===== src/hw/fsl_defs.svh =====
// Constants for the flash security interlock
`ifndef FSL_DEFS_SVH
`define FSL_DEFS_SVH
`define FSL_AW          16
`define FSL_DW          16
`define FSL_SEC_ADDR    16'h1FF7
`define FSL_KEY_BASE    16'h1FFC
`define FSL_SEC_ON      16'h0002
`define FSL_SEC_OFF     16'h0000
`define FSL_ERASED      16'hFFFF
`define FSL_NWORDS      5
`define FSL_IDX_W       3
`define FSL_LAST_IDX    3'h4
`define FSL_KEY_LAST    2'h3
`define FSL_IR_W        4
`define FSL_IR_IDCODE   4'h1
`define FSL_IR_SAMPLE   4'h2
`define FSL_IR_ERASE    4'hB
`define FSL_IR_BYPASS   4'hF
`define FSL_IR_CAPTURE  4'h1
`define FSL_DIV_W       7
`define FSL_BSR_W       8
`define FSL_ID_W        32
`define FSL_IDCODE_VAL  32'h0000_1001
`define FSL_TLR_ONES    3'h5
`endif


===== src/hw/fsl_pkg.sv =====
// Types for the flash security interlock
`include "fsl_defs.svh"
package fsl_pkg;
  typedef enum logic [3:0] {
    TAP_RESET = 4'h0, TAP_IDLE = 4'h1, TAP_SEL_DR = 4'h3, TAP_CAP_DR = 4'h2,
    TAP_SH_DR = 4'h6, TAP_EX1_DR = 4'h7, TAP_PA_DR = 4'h5, TAP_EX2_DR = 4'h4,
    TAP_UP_DR = 4'hC, TAP_SEL_IR = 4'hD, TAP_CAP_IR = 4'hF, TAP_SH_IR = 4'hE,
    TAP_EX1_IR = 4'hA, TAP_PA_IR = 4'hB, TAP_EX2_IR = 4'h9, TAP_UP_IR = 4'h8
  } fsl_tap_t;
  typedef enum logic [1:0] {
    BOOT_READ = 2'b00, BOOT_WAIT = 2'b01, BOOT_DONE = 2'b11
  } fsl_boot_t;
  typedef struct packed {
    logic                valid;
    logic [`FSL_AW-1:0]  addr;
    logic [`FSL_DW-1:0]  data;
  } fsl_req_t;
endpackage


===== src/hw/fsl_lockout.sv =====
// Flash security interlock: security word, debug gate, lockout erase, back-door key
`timescale 1ns/10ps
`default_nettype none
`include "fsl_defs.svh"
module fsl_lockout
  import fsl_pkg::*;
(
  input  wire logic                clk,
  input  wire logic                resetn,
  input  wire logic                dev_rstn,
  input  wire logic                tck,
  input  wire logic                tms,
  input  wire logic                tdi,
  output logic                     tdo,
  output logic                     tdo_oe_n,
  input  wire logic [`FSL_BSR_W-1:0] bsr_pins,
  output logic                     fl_rd_req,
  output logic [`FSL_AW-1:0]       fl_rd_addr,
  input  wire logic                fl_rd_ack,
  input  wire logic [`FSL_DW-1:0]  fl_rd_data,
  input  wire fsl_req_t            cpu_prog,
  output fsl_req_t                 fl_prog,
  output logic                     erase_go,
  output logic [`FSL_DIV_W-1:0]    erase_div,
  input  wire logic                erase_done,
  output logic                     prot_clr,
  input  wire logic                cpu_acc,
  input  wire logic                cpu_key,
  input  wire logic [`FSL_DW-1:0]  cpu_wdata,
  input  wire logic                dbg_fl_req,
  output logic                     dbg_fl_grant,
  output logic                     dbg_fl_denied,
  output logic                     dbg_en,
  output logic                     secured
);
  // ****************************************
  // Declarations
  // ****************************************
  logic                    dev_rst;
  logic [2:0]              tck_r;
  logic [1:0]              tms_r;
  logic [1:0]              tdi_r;
  logic                    tck_rise;
  logic                    tck_fall;
  fsl_tap_t                tap_r;
  fsl_tap_t                tap_nxt;
  logic [`FSL_BSR_W-1:0]   bsr_s1_r;
  logic [`FSL_BSR_W-1:0]   bsr_s2_r;
  logic [`FSL_IR_W-1:0]    ir_r;
  logic [`FSL_IR_W-1:0]    irsh_r;
  logic [`FSL_ID_W-1:0]    dr_r;
  logic [`FSL_DIV_W-1:0]   div_r;
  logic                    armed_r;
  logic                    erase_busy_r;
  logic                    erase_fin_r;
  fsl_boot_t               boot_r;
  logic [`FSL_IDX_W-1:0]   idx_r;
  logic [`FSL_DW-1:0]      word_r [0:`FSL_NWORDS-1];
  logic                    sec_r;
  logic                    bd_unlock_r;
  logic [1:0]              kcnt_r;
  logic                    kok_r;
  logic                    key_hit;
  logic                    key_last;
  logic                    boot_done;

  assign dev_rst   = !resetn || !dev_rstn;
  assign boot_done = (boot_r == BOOT_DONE);

  // ****************************************
  // Pin synchronisers and TCK edges
  // ****************************************
  // Two flops per pin, three on TCK; edge detect reads only the second stage onward
  always_ff @(posedge clk)
  begin
    if (!resetn)
    begin
      tck_r    <= 3'h7; // Idle-high level, so release shows no false edge
      tms_r    <= 2'h3;
      tdi_r    <= 2'h0;
      bsr_s1_r <= '0;
      bsr_s2_r <= '0;
    end
    else
    begin
      tck_r    <= {tck_r[1:0], tck};
      tms_r    <= {tms_r[0], tms};
      tdi_r    <= {tdi_r[0], tdi};
      bsr_s1_r <= bsr_pins;
      bsr_s2_r <= bsr_s1_r;
    end
  end
  assign tck_rise = tck_r[1] && !tck_r[2];
  assign tck_fall = !tck_r[1] && tck_r[2];

  // ****************************************
  // TAP controller (reset only by power-on or five TMS ones)
  // ****************************************
  // Next-state walk of the standard TAP graph
  always_comb
  begin
    tap_nxt = tap_r;
    unique case (tap_r)
      TAP_RESET:  tap_nxt = tms_r[1] ? TAP_RESET  : TAP_IDLE;
      TAP_IDLE:   tap_nxt = tms_r[1] ? TAP_SEL_DR : TAP_IDLE;
      TAP_SEL_DR: tap_nxt = tms_r[1] ? TAP_SEL_IR : TAP_CAP_DR;
      TAP_CAP_DR: tap_nxt = tms_r[1] ? TAP_EX1_DR : TAP_SH_DR;
      TAP_SH_DR:  tap_nxt = tms_r[1] ? TAP_EX1_DR : TAP_SH_DR;
      TAP_EX1_DR: tap_nxt = tms_r[1] ? TAP_UP_DR  : TAP_PA_DR;
      TAP_PA_DR:  tap_nxt = tms_r[1] ? TAP_EX2_DR : TAP_PA_DR;
      TAP_EX2_DR: tap_nxt = tms_r[1] ? TAP_UP_DR  : TAP_SH_DR;
      TAP_UP_DR:  tap_nxt = tms_r[1] ? TAP_SEL_DR : TAP_IDLE;
      TAP_SEL_IR: tap_nxt = tms_r[1] ? TAP_RESET  : TAP_CAP_IR;
      TAP_CAP_IR: tap_nxt = tms_r[1] ? TAP_EX1_IR : TAP_SH_IR;
      TAP_SH_IR:  tap_nxt = tms_r[1] ? TAP_EX1_IR : TAP_SH_IR;
      TAP_EX1_IR: tap_nxt = tms_r[1] ? TAP_UP_IR  : TAP_PA_IR;
      TAP_PA_IR:  tap_nxt = tms_r[1] ? TAP_EX2_IR : TAP_PA_IR;
      TAP_EX2_IR: tap_nxt = tms_r[1] ? TAP_UP_IR  : TAP_SH_IR;
      TAP_UP_IR:  tap_nxt = tms_r[1] ? TAP_SEL_DR : TAP_IDLE;
    endcase
  end

  // State register; power-on reset forces Test-Logic-Reset
  always_ff @(posedge clk)
  begin
    if (!resetn)
      tap_r <= TAP_RESET;
    else if (tck_rise)
      tap_r <= tap_nxt;
  end

  // Instruction register, independent of security state
  always_ff @(posedge clk)
  begin
    if (!resetn)
    begin
      ir_r   <= `FSL_IR_IDCODE;
      irsh_r <= `FSL_IR_CAPTURE;
    end
    else if (tck_rise)
    begin
      if (tap_r == TAP_RESET)
        ir_r <= `FSL_IR_IDCODE;
      else if (tap_r == TAP_UP_IR)
        ir_r <= irsh_r;
      if (tap_r == TAP_CAP_IR)
        irsh_r <= `FSL_IR_CAPTURE;
      else if (tap_r == TAP_SH_IR)
        irsh_r <= {tdi_r[1], irsh_r[`FSL_IR_W-1:1]};
    end
  end

  // Data shift path: ID, boundary sample, divider or bypass
  always_ff @(posedge clk)
  begin
    if (!resetn)
      dr_r <= '0;
    else if (tck_rise && tap_r == TAP_CAP_DR)
    begin
      unique case (ir_r)
        `FSL_IR_IDCODE: dr_r <= `FSL_IDCODE_VAL;
        `FSL_IR_SAMPLE: dr_r <= {{(`FSL_ID_W-`FSL_BSR_W){1'b0}}, bsr_s2_r};
        `FSL_IR_ERASE:  dr_r <= {{(`FSL_ID_W-`FSL_DIV_W){1'b0}}, div_r};
        default:        dr_r <= '0;
      endcase
    end
    else if (tck_rise && tap_r == TAP_SH_DR)
    begin
      unique case (ir_r)
        `FSL_IR_IDCODE: dr_r <= {tdi_r[1], dr_r[`FSL_ID_W-1:1]};
        `FSL_IR_SAMPLE: dr_r <= {{(`FSL_ID_W-`FSL_BSR_W){1'b0}}, tdi_r[1],
                                 dr_r[`FSL_BSR_W-1:1]};
        `FSL_IR_ERASE:  dr_r <= {{(`FSL_ID_W-`FSL_DIV_W){1'b0}}, tdi_r[1],
                                 dr_r[`FSL_DIV_W-1:1]};
        default:        dr_r <= {{(`FSL_ID_W-1){1'b0}}, tdi_r[1]};
      endcase
    end
  end

  // TDO changes on falling TCK, driven only while shifting
  always_ff @(posedge clk)
  begin
    if (!resetn)
    begin
      tdo      <= 1'b0;
      tdo_oe_n <= 1'b1;
    end
    else if (tck_fall)
    begin
      tdo      <= (tap_r == TAP_SH_IR) ? irsh_r[0] : dr_r[0];
      tdo_oe_n <= !(tap_r == TAP_SH_IR || tap_r == TAP_SH_DR);
    end
  end

  // ****************************************
  // Lockout erase
  // ****************************************
  // Divider latches on Update-DR; erase is armed until Run-Test/Idle
  always_ff @(posedge clk)
  begin
    if (!resetn)
    begin
      div_r   <= '0;
      armed_r <= 1'b0;
    end
    else if (tck_rise)
    begin
      if (tap_r == TAP_UP_DR && ir_r == `FSL_IR_ERASE)
      begin
        div_r   <= dr_r[`FSL_DIV_W-1:0];
        armed_r <= 1'b1;
      end
      else if (tap_r == TAP_RESET || ir_r != `FSL_IR_ERASE)
        armed_r <= 1'b0;
      else if (tap_r == TAP_IDLE)
        armed_r <= 1'b0;
    end
  end

  // Erase runs while the TAP sits in Run-Test/Idle
  always_ff @(posedge clk)
  begin
    if (!resetn)
    begin
      erase_busy_r <= 1'b0;
      erase_fin_r  <= 1'b0;
      prot_clr     <= 1'b0;
    end
    else
    begin
      prot_clr <= 1'b0;
      if (erase_busy_r && erase_done)
      begin
        erase_busy_r <= 1'b0;
        erase_fin_r  <= 1'b1;
        prot_clr     <= 1'b1;
      end
      else if (armed_r && tap_r == TAP_IDLE && !erase_fin_r)
        erase_busy_r <= 1'b1;
      else if (tap_r != TAP_IDLE)
        erase_busy_r <= 1'b0;
    end
  end
  assign erase_go  = erase_busy_r;
  assign erase_div = div_r;

  // ****************************************
  // Boot read of security word and key words
  // ****************************************
  // Reads index 0 (security word) then four key words after each reset
  always_ff @(posedge clk)
  begin
    if (dev_rst)
    begin
      boot_r <= BOOT_READ;
      idx_r  <= '0;
    end
    else
    begin
      unique case (boot_r)
        BOOT_READ: boot_r <= BOOT_WAIT;
        BOOT_WAIT:
          if (fl_rd_ack)
          begin
            if (idx_r == `FSL_LAST_IDX)
              boot_r <= BOOT_DONE;
            else
            begin
              idx_r  <= idx_r + 3'h1;
              boot_r <= BOOT_READ;
            end
          end
        BOOT_DONE: boot_r <= BOOT_DONE;
      endcase
    end
  end
  assign fl_rd_req  = (boot_r == BOOT_READ);
  assign fl_rd_addr = (idx_r == '0) ? `FSL_SEC_ADDR
                    : `FSL_KEY_BASE + {{(`FSL_AW-`FSL_IDX_W){1'b0}}, idx_r - 3'h1};

  // Word copies: filled at boot, forced to erased once a lockout erase finishes, otherwise bits only cleared by programming
  genvar gi;
  generate
    for (gi = 0; gi < `FSL_NWORDS; gi++)
    begin : g_word
      localparam logic [`FSL_AW-1:0] WADDR = (gi == 0) ? `FSL_SEC_ADDR
                                           : `FSL_KEY_BASE + `FSL_AW'(gi - 1);
      always_ff @(posedge clk)
      begin
        if (dev_rst)
          word_r[gi] <= `FSL_ERASED;
        else if (boot_r == BOOT_WAIT && fl_rd_ack && idx_r == `FSL_IDX_W'(gi))
          word_r[gi] <= fl_rd_data;
        else if (erase_fin_r)
          word_r[gi] <= `FSL_ERASED;
        else if (cpu_prog.valid && cpu_prog.addr == WADDR)
          word_r[gi] <= word_r[gi] & cpu_prog.data;
      end
    end
  endgenerate

  // Program path: a write can only pull bits low in the security word; other writes pass unmasked
  always_ff @(posedge clk)
  begin
    if (dev_rst)
      fl_prog <= '0;
    else
    begin
      fl_prog.valid <= cpu_prog.valid;
      fl_prog.addr  <= cpu_prog.addr;
      if (cpu_prog.addr == `FSL_SEC_ADDR)
        fl_prog.data <= cpu_prog.data & word_r[0];
      else
        fl_prog.data <= cpu_prog.data;
    end
  end

  // Security is latched once per reset from the security word
  always_ff @(posedge clk)
  begin
    if (dev_rst)
      sec_r <= 1'b1;
    else if (boot_r == BOOT_WAIT && fl_rd_ack && idx_r == '0)
      sec_r <= (fl_rd_data == `FSL_SEC_ON);
  end

  // ****************************************
  // Back-door key
  // ****************************************
  // Index widened so the fourth key word does not wrap onto the security word
  assign key_hit  = (cpu_wdata == word_r[{1'b0, kcnt_r} + 3'h1]);
  assign key_last = (kcnt_r == `FSL_KEY_LAST);

  // Counts back-to-back key accesses; any other access restarts
  always_ff @(posedge clk)
  begin
    if (dev_rst)
    begin
      kcnt_r      <= '0;
      kok_r       <= 1'b1;
      bd_unlock_r <= 1'b0;
    end
    else if (cpu_acc && boot_done)
    begin
      if (!cpu_key)
      begin
        kcnt_r <= '0;
        kok_r  <= 1'b1;
      end
      else if (key_last)
      begin
        kcnt_r <= '0;
        kok_r  <= 1'b1;
        if (kok_r && key_hit)
          bd_unlock_r <= 1'b1;
      end
      else
      begin
        kcnt_r <= kcnt_r + 2'h1;
        kok_r  <= kok_r && key_hit;
      end
    end
  end

  // ****************************************
  // Debug gate
  // ****************************************
  // Denied until the boot read of all five words is done, then while secured
  assign secured       = sec_r && !bd_unlock_r;
  assign dbg_en        = boot_done && !secured;
  assign dbg_fl_grant  = dbg_fl_req && dbg_en;
  assign dbg_fl_denied = dbg_fl_req && !dbg_en;

  // ****************************************
  // Checks
  // ****************************************
  chk_boot_blocks: assert property (@(posedge clk) disable iff (!resetn)
    !boot_done |-> !dbg_fl_grant) else $error("debug granted before boot");
  chk_secure_denies: assert property (@(posedge clk) disable iff (!resetn)
    dbg_fl_req && secured |-> dbg_fl_denied && !dbg_fl_grant)
    else $error("debug access while secured");
  chk_sec_eval: assert property (@(posedge clk) disable iff (!resetn)
    boot_r == BOOT_WAIT && fl_rd_ack && idx_r == '0 && dev_rstn
    |=> sec_r == ($past(fl_rd_data) == `FSL_SEC_ON)) else $error("security word misread");
  chk_erase_start: assert property (@(posedge clk) disable iff (!resetn)
    armed_r && tap_r == TAP_IDLE && !erase_fin_r && !erase_busy_r |=> erase_go)
    else $error("erase did not start");
  chk_erase_hold: assert property (@(posedge clk) disable iff (!resetn)
    erase_go && tap_r != TAP_IDLE && !erase_done |=> !erase_go)
    else $error("erase kept running outside idle");
  chk_erase_clear: assert property (@(posedge clk) disable iff (!resetn)
    erase_go && erase_done |=> prot_clr ##1 !prot_clr) else $error("no protection clear");
  chk_key_unlock: assert property (@(posedge clk) disable iff (!resetn)
    dev_rstn && boot_done && cpu_acc && cpu_key && key_last && kok_r && key_hit
    |=> !secured) else $error("good key did not unlock");
  chk_key_reject: assert property (@(posedge clk) disable iff (!resetn)
    dev_rstn && !bd_unlock_r && cpu_acc && cpu_key && key_last && !(kok_r && key_hit)
    |=> !bd_unlock_r) else $error("bad key unlocked");
  chk_prog_clear: assert property (@(posedge clk) disable iff (!resetn)
    dev_rstn && cpu_prog.valid && cpu_prog.addr == `FSL_SEC_ADDR
    |=> (fl_prog.data & ~$past(word_r[0])) == '0) else $error("program set a bit");
  chk_unlock_reset: assert property (@(posedge clk) disable iff (!resetn)
    !dev_rstn |=> !bd_unlock_r && !dbg_en) else $error("unlock survived reset");
  chk_tap_reset: assert property (@(posedge clk) disable iff (!resetn)
    tck_rise && tap_r == TAP_RESET |=> ir_r == `FSL_IR_IDCODE) else $error("ir not idcode");
  cov_erase: cover property (@(posedge clk) disable iff (!resetn) erase_go && erase_done);
  cov_unlock: cover property (@(posedge clk) disable iff (!resetn) $rose(bd_unlock_r));
  cov_denied: cover property (@(posedge clk) disable iff (!resetn) dbg_fl_denied && boot_done);
  cov_grant: cover property (@(posedge clk) disable iff (!resetn) dbg_fl_grant);
endmodule
`default_nettype wire


===== config.mk =====
export PLATFORM = sky130hd
export DESIGN_NAME = fsl_lockout
export DESIGN_NICKNAME = d
export VERILOG_FILES = /design/src/hw/fsl_pkg.sv /design/src/hw/fsl_lockout.sv
export VERILOG_INCLUDE_DIRS = /design/src /design/src/hw
export SDC_FILE = /design/constraint.sdc
export NUM_CORES = 1
export LEC_CHECK = 0
export ABC_AREA = 0
export BUFFER_PORTS_ARGS = -buffer_cell sky130_fd_sc_hd__clkbuf_2
export CAP_MARGIN = 15
export CELL_PAD_IN_SITES_DETAIL_PLACEMENT = 1
export CELL_PAD_IN_SITES_GLOBAL_PLACEMENT = 2
export CORE_MARGIN = 10
export CORE_UTILIZATION = 38
export CTS_BUF_LIST = sky130_fd_sc_hd__clkbuf_16
export CTS_CLUSTER_SIZE = 40
export DETAILED_ROUTE_END_ITERATION = 8
export PLACE_DENSITY_LB_ADDON = 0.1
export SYNTH_ARGS = -nofsm -noshare
export SYNTH_HDL_FRONTEND = slang
export SYNTH_SLANG_ARGS = --single-unit

===== constraint.sdc =====
create_clock -name clk -period 5.5 [get_ports clk]
set_input_delay 1.1 -clock clk [delete_from_list [all_inputs] [get_ports clk]]
set_output_delay 1.1 -clock clk [all_outputs]
set_load 0.05 [all_outputs]

==> out/results.ini, run 1 <==
[global_routing]
grt_remaining_overflow=0
grt_pass1_vias=8305
grt_pass1_wl_um=47400
grt_max_degree=98
grt_usage_pct=18.7
antenna_found_initial=0

[sta]
skew_ns=0.0215
relSlewSlack_pct=34.7
setup_viol_count_final=0
worst_pin_slew_ns=0.979
grt_setup_unrepaired=false
setup_tns_ns=0
fmax_mhz=279
period_needed_ns=3.58
final.period_utilization_pct=65.1
hold_violations=0
slew_viol_final=0

[setup_path]
cp.required_ns=5.64
cp_data_arrival_time_ns=3.72
worstSetupPathType=primary input to flip-flop
cpLargestDelayFamily=simple AND/OR/NAND/NOR gates
end_kind=flip-flop
slowest_stage=or4_1
path_max_fanout=25
slowest_delay_ns=0.82
start_kind=primary input
crit_chain=clkbuf_2, or3b_1, nor4_1, and3_1, nand2_1, nor3_2, buf_4, or4_1
crit_buf_inv=2

[cts]
cts_buffers=24
cts-resized-gates=0
cts_max_level=1
cts_tree=yes
clk_latency_ns=0.54
holdBufCountCts=0
cts.sinks=203
post_cts_buffers=0
cts_root_buffer=clkbuf_16
clkTransAtPathRegs_ns=0.06
max-clock-path-buffers=3

[synthesis]
netlist_area_sq_um=9520
ys_top_cells_by_area=dfxtp_1 26%, edfxtp_1 25%, a21oi_1 5.2%
synthXorXnorAreaFrac_pct=2.48
yosys.area_share.simple_pct=21.8
synth_top_family_by_area=simple AND/OR/NAND/NOR gates
async_flop_share_pct=0
synth_seq_cells=203
synth_edf_count=80
syn_avg_cell_area_sq_um=9.61
synth_top_area_share_pct=25.9
synth.most_common_cell=dfxtp_1
ys_types=62
synth_ff_type=dfxtp_1
netlist_top_cells_count=123 x dfxtp_1, 114 x nand2_1, 109 x nor2_1
synthAdderAreaFrac_pct=0.920
ys_seq_area_share_pct=51.1
synth_compound_area_share_pct=15.1
syn_inst=991
yosys_warnings=0
yosys.area.top_type=dfxtp_1
synthMuxAreaShare_pct=4.81

[detailed_routing]
drtIter0Drc=549
firstDrtPassIters=5
wl_per_cell_um=20.7
wl_um=30400
vias=7797
antenna_left=0
via_per_inst=5.33
drc=0

[floorplan]
start_util_pct=38.9
die_h_um=178
io_pins=149
dieArea_sq_um=31800
coreArea_sq_um=24500
row_count=57
die_w_um=178

[layout]
stdcell_count=1464
nets=1212
area.growth.synth_to_final_pct=17.9
drive_gt1_share_pct=18.9

[place]
dpl.hpwl_um=21300
gp_congestion=0.859
placed_cells=1419
io_buffers=146

[power]
powerDensity_nw_per_um2=290
power_leakage_nw=4.36
peakVddDrop_uv=207

[worst_hold_path]
hp-class=flip-flop to flip-flop

[status]
status=finished, final reports clean

[run]
drv_cap=0

[cells in the final DEF, fill, tap and decap left out, drive strengths merged, types with 3 or more instances in the layout]
master,n
or4,3
nor2b,58
clkbuf,170
nor3b,5
nor3,15
nor4b,3
and3,22
mux2i,30
edfxtp,80
and2,23
nand3,22
a22o,4
xor2,9
o21ai,28
a21oi,99
nand3b,6
nor4,11
ha,7
xnor2,18
or3,4
nand4,8
o211a,18
a21boi,6
buf,17
clkinv,13
nand2b,10
mux4,7
inv,25
nor2,109
o22ai,3
dfxtp,123
a221oi,9
a22oi,33
nand2,114
[flip-flops by register name, indices dropped and copies added (netlist names), 3 cells and up]
| name | flops |
|---|---|
| bsr_s1_r | 8 |
| bsr_s2_r | 8 |
| dr_r | 32 |
| erase_div | 7 |
| fl_prog | 33 |
| idx_r | 3 |
| ir_r | 4 |
| irsh_r | 4 |
| tap_r | 4 |
| tck_r | 3 |
| word_r | 80 |
[routing by layer]
| metal | track usage (%) | vias to the layer above | wire, um |
|---|---|---|---|
| met5 | 0 | - | 0 |
| met4 | 4.10 | 0 | 569 |
| met3 | 3.30 | 34 | 1340 |
| met2 | 32.6 | 144 | 15100 |
| met1 | 23.6 | 3817 | 13300 |
| li1 | - | 3802 | - |
[layout make-up]
cell class | instances | area [sq um]
Multi-Input combinational cell | 711 | 4320
Tap cell | 324 | 405
Sequential cell | 203 | 4860
Inverter | 18 | 67.6
Clock inverter | 20 | 111
Fill cell | 2849 | 13200
Timing Repair Buffer | 163 | 858
Clock buffer | 24 | 601
Antenna cell | 1 | 2.50
[final timing paths]
path	startpoint	endpoint	slack [ns]	cells past startpoint
worst max-delay path	cpu_prog[29]	word_r[4][14]$_SDFFCE_PN1P_	1.92	8
worst min-delay path	tck_r[0]$_SDFF_PN1_	tck_r[1]$_SDFF_PN1_	0.41	1
worst max register to register	kcnt_r[0]$_SDFFE_PN0P_	bd_unlock_r$_SDFFE_PN0P_	1.97	9
worst min register to register	tck_r[0]$_SDFF_PN1_	tck_r[1]$_SDFF_PN1_	0.41	1
[metrics by stage]
step / worst slack (ns) / power, W / hold slack, ns / util, % / instance area [sq um]
global route: 1.75 / 0.00338 / 0.431 / 45.9 / 11200
floorplan: 1.71 / 0.00175 / 0.386 / - / 9530
CTS: 1.88 / 0.00330 / 0.411 / 45.9 / 11200
global placement: 1.36 / 0.00185 / 0.389 / 43.0 / 10500
detailed placement: 1.31 / 0.00185 / 0.396 / 43.0 / 10500
finish: 1.92 / 0.00326 / 0.406 / 45.9 / 11200
[logic make-up (layout without fill, tap and decap cells)]
family | Yosys count | count (layout)
mux | 37 | 37
flops | 203 | 203
other cells | 1 | 3
fa+ha+maj | 7 | 7
simple gates | 417 | 417
compound gates | 221 | 221
xor+xnor | 27 | 27
buf+inv | 78 | 225
[worst reg2reg max path: stages, from the launching register on]
cell	delay [ns]
dfxtp_1	0.30
buf_4	0.24
ha_1	0.77
buf_4	0.43
mux4_2	0.56
nor2_1	0.20
nor3_1	0.09
a2111oi_2	0.40
nand4_1	0.27
o21ai_1	0.19
[power breakdown]
| group | switching (W) | internal [W] |
|---|---|---|
| registers | 0.00000793 | 0.00158 |
| clock network | 0.000646 | 0.000797 |
| logic | 0.000161 | 0.0000671 |
| total | 0.000814 | 0.00244 |
(Power assumes the default switching activity.)
==> inputs of run 2 (changes only) <==
- ABC_AREA: 0 -> 1
- CORE_UTILIZATION: 38 -> 30
- clock period: 5.5 -> 3 ns (I/O delays scaled with it)
==> run 2 against run 1 <==
  * Largest cell class unchanged
  * Synthesized area is 3.8% higher
  * Non-clock buffer count is 15 higher
  * Combinational power is 100% higher
  * Critical path type is now flip-flop to output pin
  * Power is 89% higher
  * Synthesized cell count is 30% higher
  * Worst hold slack worse by 0.17 ns
==> out/results.ini, run 2 <==
[detailed_routing]
drc=0  ; unchanged
wl_per_cell_um=18.4  ; was 20.7 um
via_per_inst=4.75  ; was 5.33
firstDrtPassIters=5  ; unchanged
antenna_left=0  ; unchanged
vias=9010  ; was 7797
wl_um=34900  ; was 30400 um
drtIter0Drc=435  ; was 549

[layout]
reg_top3=word_r: 80 flops, fl_prog: 33 flops, dr_r: 32 flops  ; unchanged
final_cell_mix=305 x nand2_1, 221 x inv_1, 146 x clkbuf_2, 129 x nor2_1, 123 x dfxtp_1  ; was 146 x clkbuf_2, 123 x dfxtp_1, 114 x nand2_1, 109 x nor2_1, 99 x a21oi_1
regMostFlops=word_r  ; unchanged
nets=1528  ; was 1212
area.growth.synth_to_final_pct=20.2  ; was 17.9%
nFillCells=4070  ; was 2849
largest_reg_flops=80  ; unchanged
final_common_cell=nand2_1  ; was clkbuf_2
drive_gt1_share_pct=16.2  ; was 18.9%

[floorplan]
coreArea_sq_um=32500  ; was 24500 sq um
die_w_um=202  ; was 178 um
die_h_um=202  ; was 178 um
row_count=66  ; was 57
start_util_pct=30.4  ; was 38.9%
dieArea_sq_um=40600  ; was 31800 sq um
io_pins=149  ; unchanged

[synthesis]
synth_seq_cells=203  ; unchanged
synthAdderAreaFrac_pct=0.886  ; was 0.920%
synth_top_area_share_pct=24.9  ; was 25.9%
ys_seq_area_share_pct=49.2  ; was 51.1%
synthXorXnorAreaFrac_pct=0.0886  ; was 2.48%
netlist_top_cells_count=305 x nand2_1, 212 x inv_1, 130 x nor2_1  ; was 123 x dfxtp_1, 114 x nand2_1, 109 x nor2_1
synth_compound_area_share_pct=15.1  ; about the same
synth.most_common_cell=nand2_1  ; was dfxtp_1
ys_top_cells_by_area=dfxtp_1 25%, edfxtp_1 24%, nand2_1 12%  ; was dfxtp_1 26%, edfxtp_1 25%, a21oi_1 5.2%
yosys_warnings=0  ; unchanged
yosys.area_share.simple_pct=23.6  ; was 21.8%
synth_edf_count=80  ; unchanged
ys_types=43  ; was 62
synth_top_family_by_area=simple AND/OR/NAND/NOR gates  ; unchanged
syn_inst=1288  ; was 991
yosys.area.top_type=dfxtp_1  ; unchanged
syn_avg_cell_area_sq_um=7.68  ; was 9.61 sq um
synthMuxAreaShare_pct=0  ; was 4.81%
netlist_area_sq_um=9890  ; was 9520 sq um
async_flop_share_pct=0  ; unchanged
synth_ff_type=dfxtp_1  ; unchanged

[setup_path]
crit_chain=inv_1, ha_1, xnor2_1, nor2_2, inv_1, clkbuf_2  ; was clkbuf_2, or3b_1, nor4_1, and3_1, nand2_1, nor3_2, buf_4, or4_1
slowest_delay_ns=0.42  ; was 0.82 ns
worstSetupPathType=flip-flop to output pin  ; was primary input to flip-flop
regToRegStartpoint=kcnt_r[0]$_SDFFE_PN0P_  ; unchanged
cp_data_arrival_time_ns=2.14  ; was 3.72 ns
end_kind=output pin  ; was flip-flop
cp.required_ns=2.40  ; was 5.64 ns
start_kind=flip-flop  ; was primary input
critical_path.startpoint=idx_r[0]$_SDFFE_PN0P_  ; was cpu_prog[29]
path_max_fanout=10  ; was 25
slowest_stage=dfxtp_1  ; was or4_1
path_common_cell=inv_1

[global_routing]
antenna_found_initial=1  ; was 0
grt_usage_pct=16.8  ; was 18.7%
grt_max_degree=43  ; was 98
grt_remaining_overflow=0  ; unchanged
grt_pass1_wl_um=55100  ; was 47400 um
grt_pass1_vias=9322  ; was 8305

[status]
status=finished, final reports clean  ; unchanged

[sta]
worst_pin_slew_ns=0.655  ; was 0.979 ns
setup_viol_count_final=0  ; unchanged
slew_viol_final=0  ; unchanged
whs_ns=0.237  ; was 0.406 ns
fmax_mhz=364
hold_violations=0  ; unchanged
relSlewSlack_pct=56.3  ; was 34.7%
grt_setup_unrepaired=false  ; unchanged
period_needed_ns=2.74
final.period_utilization_pct=91.5
setup_tns_ns=0  ; unchanged
skew_ns=0.0142  ; was 0.0215 ns

[cts]
cts_buffers=25  ; was 24
cts-resized-gates=0  ; unchanged
holdBufCountCts=0  ; unchanged
clk_latency_ns=0.54  ; about the same
clkTransAtPathRegs_ns=0.06  ; about the same
max-clock-path-buffers=3  ; unchanged
cts_root_buffer=clkbuf_16  ; unchanged
cts_max_level=1  ; unchanged
cts.sinks=203  ; unchanged
post_cts_buffers=0  ; unchanged
cts_tree=yes  ; unchanged

[place]
dpl.hpwl_um=25300  ; was 21300 um
gp_congestion=0.830  ; was 0.859
io_buffers=146  ; unchanged

[power]
peakVddDrop_uv=373  ; was 207 uV
powerDensity_nw_per_um2=518  ; was 290 nW/um^2
power_leakage_nw=5.45  ; was 4.36 nW

[worst_hold_path]
hp-class=primary input to flip-flop  ; was flip-flop to flip-flop
worstHoldStart=tdi  ; was tck_r[0]$_SDFF_PN1_

[run]
drv_cap=0  ; unchanged

[run 2: changes by cell type after synthesis, moves of 30 or more]
cell,delta
mux2i_1,-30
inv_1,+197
nand3_1,+37
nor2b_1,-58
nand2_1,+191
o21ai_0,+49
[run 2: through the flow]
step                      instance area, sq um  power (W)  cells  worst slack [ns]  util (%)
after floorplan                           9890    0.00324   1289             0.113         -
after global placement                   11100    0.00344   1852             0.495      34.3
after detailed placement                 11100    0.00344   1852             0.479      34.3
after CTS                                11900    0.00626   1896             0.185      36.5
after global routing                     11900    0.00641   1896            0.0643      36.5
final                                    11900    0.00615   1897             0.256      36.5
[run 2: path summary, 6_finish.rpt]
path | end | slack [ns] | depth (start not counted)
worst max-delay path | fl_rd_addr[7] | 0.26 | 6
worst min-delay path | tdi_r[0]$_SDFF_PN0_ | 0.24 | 3
worst max register to register | bd_unlock_r$_SDFFE_PN0P_ | 0.59 | 12
worst min register to register | bsr_s2_r[2]$_SDFF_PN0_ | 0.41 | 2
[run 2: logic make-up after synthesis]
kind of cell / count (synthesis)
AND/OR/NAND/NOR: 552
buffers and inverters: 273
flip-flops: 203
other: 1
adder cells (fa/ha/maj): 7
XOR/XNOR: 1
AO/OA/AOI/OAI: 251
[run 2: critical path: cells and delay by family, from the launching register on]
family / cells / cell delay (ns)
buffers and inverters: 3 / 0.66
adders and majority gates: 1 / 0.22
xor gates and xnor gates: 1 / 0.22
DFF: 1 / 0.42
and+or+nand+nor: 1 / 0.08
[run 2: power breakdown]
group	internal (W)	switching [W]
registers	0.00290	0.0000143
clock network	0.00158	0.00120
logic	0.000118	0.000345
[run 2: metal layers]
| layer | part of all wire [%] | track usage, % |
|---|---|---|
| met5 | 0 | 0 |
| met4 | 1.7 | 3.65 |
| met3 | 4.3 | 2.65 |
| met2 | 48 | 28.9 |
| met1 | 46 | 21.7 |
[run 2: area by class of cell]
class                   count  area (sq um)  share of cell area [%]
flip-flops and latches    203          4860                    40.9
multi-input cells         813          3940                    33.1
repair buffers            178           983                    8.28
inverters                 216           811                    6.82
clock buffers              25           626                    5.26
well taps                 442           553                    4.65
clock inverters            19           105                   0.884
diodes                      1          2.50                  0.0211
==> inputs of run 3 (changes only) <==
- PLACE_DENSITY_LB_ADDON: 0.1 -> 0.08
==> run 3 against run 2 <==
  * Sequential power barely moved
  * Sequential share of layout area shrank 0.18 points
  * Utilization rose by 0.16 points
  * Count of clock-buffer cells in the layout grew 1
  * Highest routed layer unchanged
==> out/results.ini, run 3 (synthesis gave the netlist of run 2 again) <==
[status]
status=finished, final reports clean  ; unchanged

[run]
drv_cap=0  ; unchanged

[setup_path]
path_max_fanout=10  ; unchanged
end_kind=output pin  ; unchanged
cp_data_arrival_time_ns=2.18  ; was 2.14 ns
worstSetupPathType=flip-flop to output pin  ; unchanged
crit_chain=inv_1, ha_1, xnor2_1, nor2_2, inv_1, clkbuf_2  ; unchanged
slowest_delay_ns=0.43  ; was 0.42 ns
cpLargestDelayFamily=buffers and inverters  ; unchanged
start_kind=flip-flop  ; unchanged
path_common_cell=inv_1  ; unchanged
crit_buf_inv=3  ; unchanged
slowest_stage=dfxtp_1  ; unchanged
cp.required_ns=2.40  ; about the same

[cts]
cts_max_level=1  ; unchanged
cts_tree=yes  ; unchanged
clkTransAtPathRegs_ns=0.06  ; about the same
max-clock-path-buffers=3  ; unchanged
post_cts_buffers=0  ; unchanged
cts.sinks=203  ; unchanged
clk_latency_ns=0.54  ; about the same
cts_buffers=26  ; was 25
cts_root_buffer=clkbuf_16  ; unchanged
holdBufCountCts=0  ; unchanged
cts-resized-gates=0  ; unchanged

[floorplan]
die_w_um=202  ; unchanged
start_util_pct=30.4  ; unchanged
die_h_um=202  ; unchanged
row_count=66  ; unchanged
io_pins=149  ; unchanged
coreArea_sq_um=32500  ; unchanged
dieArea_sq_um=40600  ; unchanged

[layout]
nets=1533  ; was 1528
final_cell_mix=305 x nand2_1, 219 x inv_1, 146 x clkbuf_2, 129 x nor2_1, 123 x dfxtp_1  ; was 305 x nand2_1, 221 x inv_1, 146 x clkbuf_2, 129 x nor2_1, 123 x dfxtp_1
nFillCells=4101  ; was 4070
reg_top3=word_r: 80 flops, fl_prog: 33 flops, dr_r: 32 flops  ; unchanged
area.growth.synth_to_final_pct=20.7  ; was 20.2%
regArea_sq_um=4860  ; unchanged
final_common_cell=nand2_1  ; unchanged
final_core_util_pct=36.7  ; was 36.5%
multi_input_area_sq_um=3940  ; unchanged
drive_gt1_share_pct=16.4  ; was 16.2%
regMostFlops=word_r  ; unchanged
largest_reg_flops=80  ; unchanged

[global_routing]
antenna_found_initial=2  ; was 1
grt_pass1_vias=9412  ; was 9322
grt_pass1_wl_um=55600  ; was 55100 um
grt_usage_pct=17.1  ; was 16.8%
grt_max_degree=43  ; unchanged
grt_remaining_overflow=0  ; unchanged

[power]
clkPwrFrac_pct=45.2  ; was 45.1%
power_frac_comb_pct=7.5  ; about the same
p_sw_w=0.00158  ; was 0.00156 W
p_seq_share_pct=47.3  ; about the same
switching_share_pct=25.7  ; was 25.3%
p_int_w=0.00458  ; was 0.00460 W
peakVddDrop_uv=374  ; was 373 uV
powerDensity_nw_per_um2=516  ; was 518 nW/um^2
power_leakage_nw=5.47  ; was 5.45 nW

[detailed_routing]
via_per_inst=4.74  ; was 4.75
drtIter0Drc=452  ; was 435
wl_um=35400  ; was 34900 um
vias=9023  ; was 9010
antenna_left=0  ; unchanged
wl_per_cell_um=18.6  ; was 18.4 um
firstDrtPassIters=5  ; unchanged
drc=0  ; unchanged

[sta]
fmax_mhz=360  ; was 364 MHz
slew_viol_final=0  ; unchanged
setup_tns_ns=0  ; unchanged
period_needed_ns=2.78  ; was 2.74 ns
skew_ns=0.0175  ; was 0.0142 ns
worst_pin_slew_ns=0.721  ; was 0.655 ns
hold_violations=0  ; unchanged
grt_setup_unrepaired=false  ; unchanged
setup_viol_count_final=0  ; unchanged
final.period_utilization_pct=92.6  ; was 91.5%
relSlewSlack_pct=51.7  ; was 56.3%

[place]
io_buffers=146  ; unchanged
gp_congestion=0.817  ; was 0.830
dpl.hpwl_um=25800  ; was 25300 um

[worst_hold_path]
hp-class=primary input to flip-flop  ; unchanged

run 3: routing by layer:
layer	GRT usage, %	share of wire (%)	vias to the layer above	wire (um)
met4	3.11	1.3	0	457
li1	-	-	4497	-
met1	21.8	46	4339	16400
met2	30.0	48	156	17100
met3	2.51	4.0	31	1430
met5	0	0	-	0
run 3: final cells by class:
type	count	area share [%]
diodes	2	0.0419
clock buffers	26	5.45
clock inverters	21	0.839
inverters	216	6.79
multi-input cells	813	33.0
flip-flops and latches	203	40.8
well taps	442	4.63
repair buffers	182	8.49
run 3: through the flow:
step | hold slack, ns | cell area [sq um] | cells | total power [W] | worst slack, ns
4_1_cts | 0.221 | 11900 | 1903 | 0.00627 | 0.169
2_1_floorplan | 0.390 | 9890 | 1289 | 0.00324 | 0.113
5_1_grt | 0.237 | 11900 | 1903 | 0.00642 | 0.0378
3_5_place_dp | 0.402 | 11200 | 1856 | 0.00345 | 0.434
3_3_place_gp | 0.392 | 11200 | 1856 | 0.00344 | 0.454
6_report | 0.246 | 11900 | 1905 | 0.00616 | 0.222
run 3: final timing paths:
check	cells past startpoint	start	slack [ns]	end
hold / removal	3	bsr_pins[7]	0.25	bsr_s1_r[7]$_SDFF_PN0_
setup reg to reg	8	idx_r[0]$_SDFFE_PN0P_	0.47	word_r[0][10]$_DFFE_PP_
setup / recovery	6	idx_r[0]$_SDFFE_PN0P_	0.22	fl_rd_addr[10]
hold reg to reg	2	bsr_s1_r[1]$_SDFF_PN0_	0.41	bsr_s2_r[1]$_SDFF_PN0_
run 3: power groups by stage:
stage	combinational [W]	sequential [W]	clock [W]
2_1_floorplan	0.000207	0.00303	0
3_3_place_gp	0.000470	0.00297	0
3_5_place_dp	0.000472	0.00297	0
4_1_cts	0.000474	0.00291	0.00288
5_1_grt	0.000509	0.00292	0.00299
6_report	0.000464	0.00291	0.00278
run 3: tightest hold or removal path, delay by kind of cell:
kind | cells | cell delay [ns]
and+or+nand+nor | 1 | 0.04
buffers and inverters | 2 | 0.11
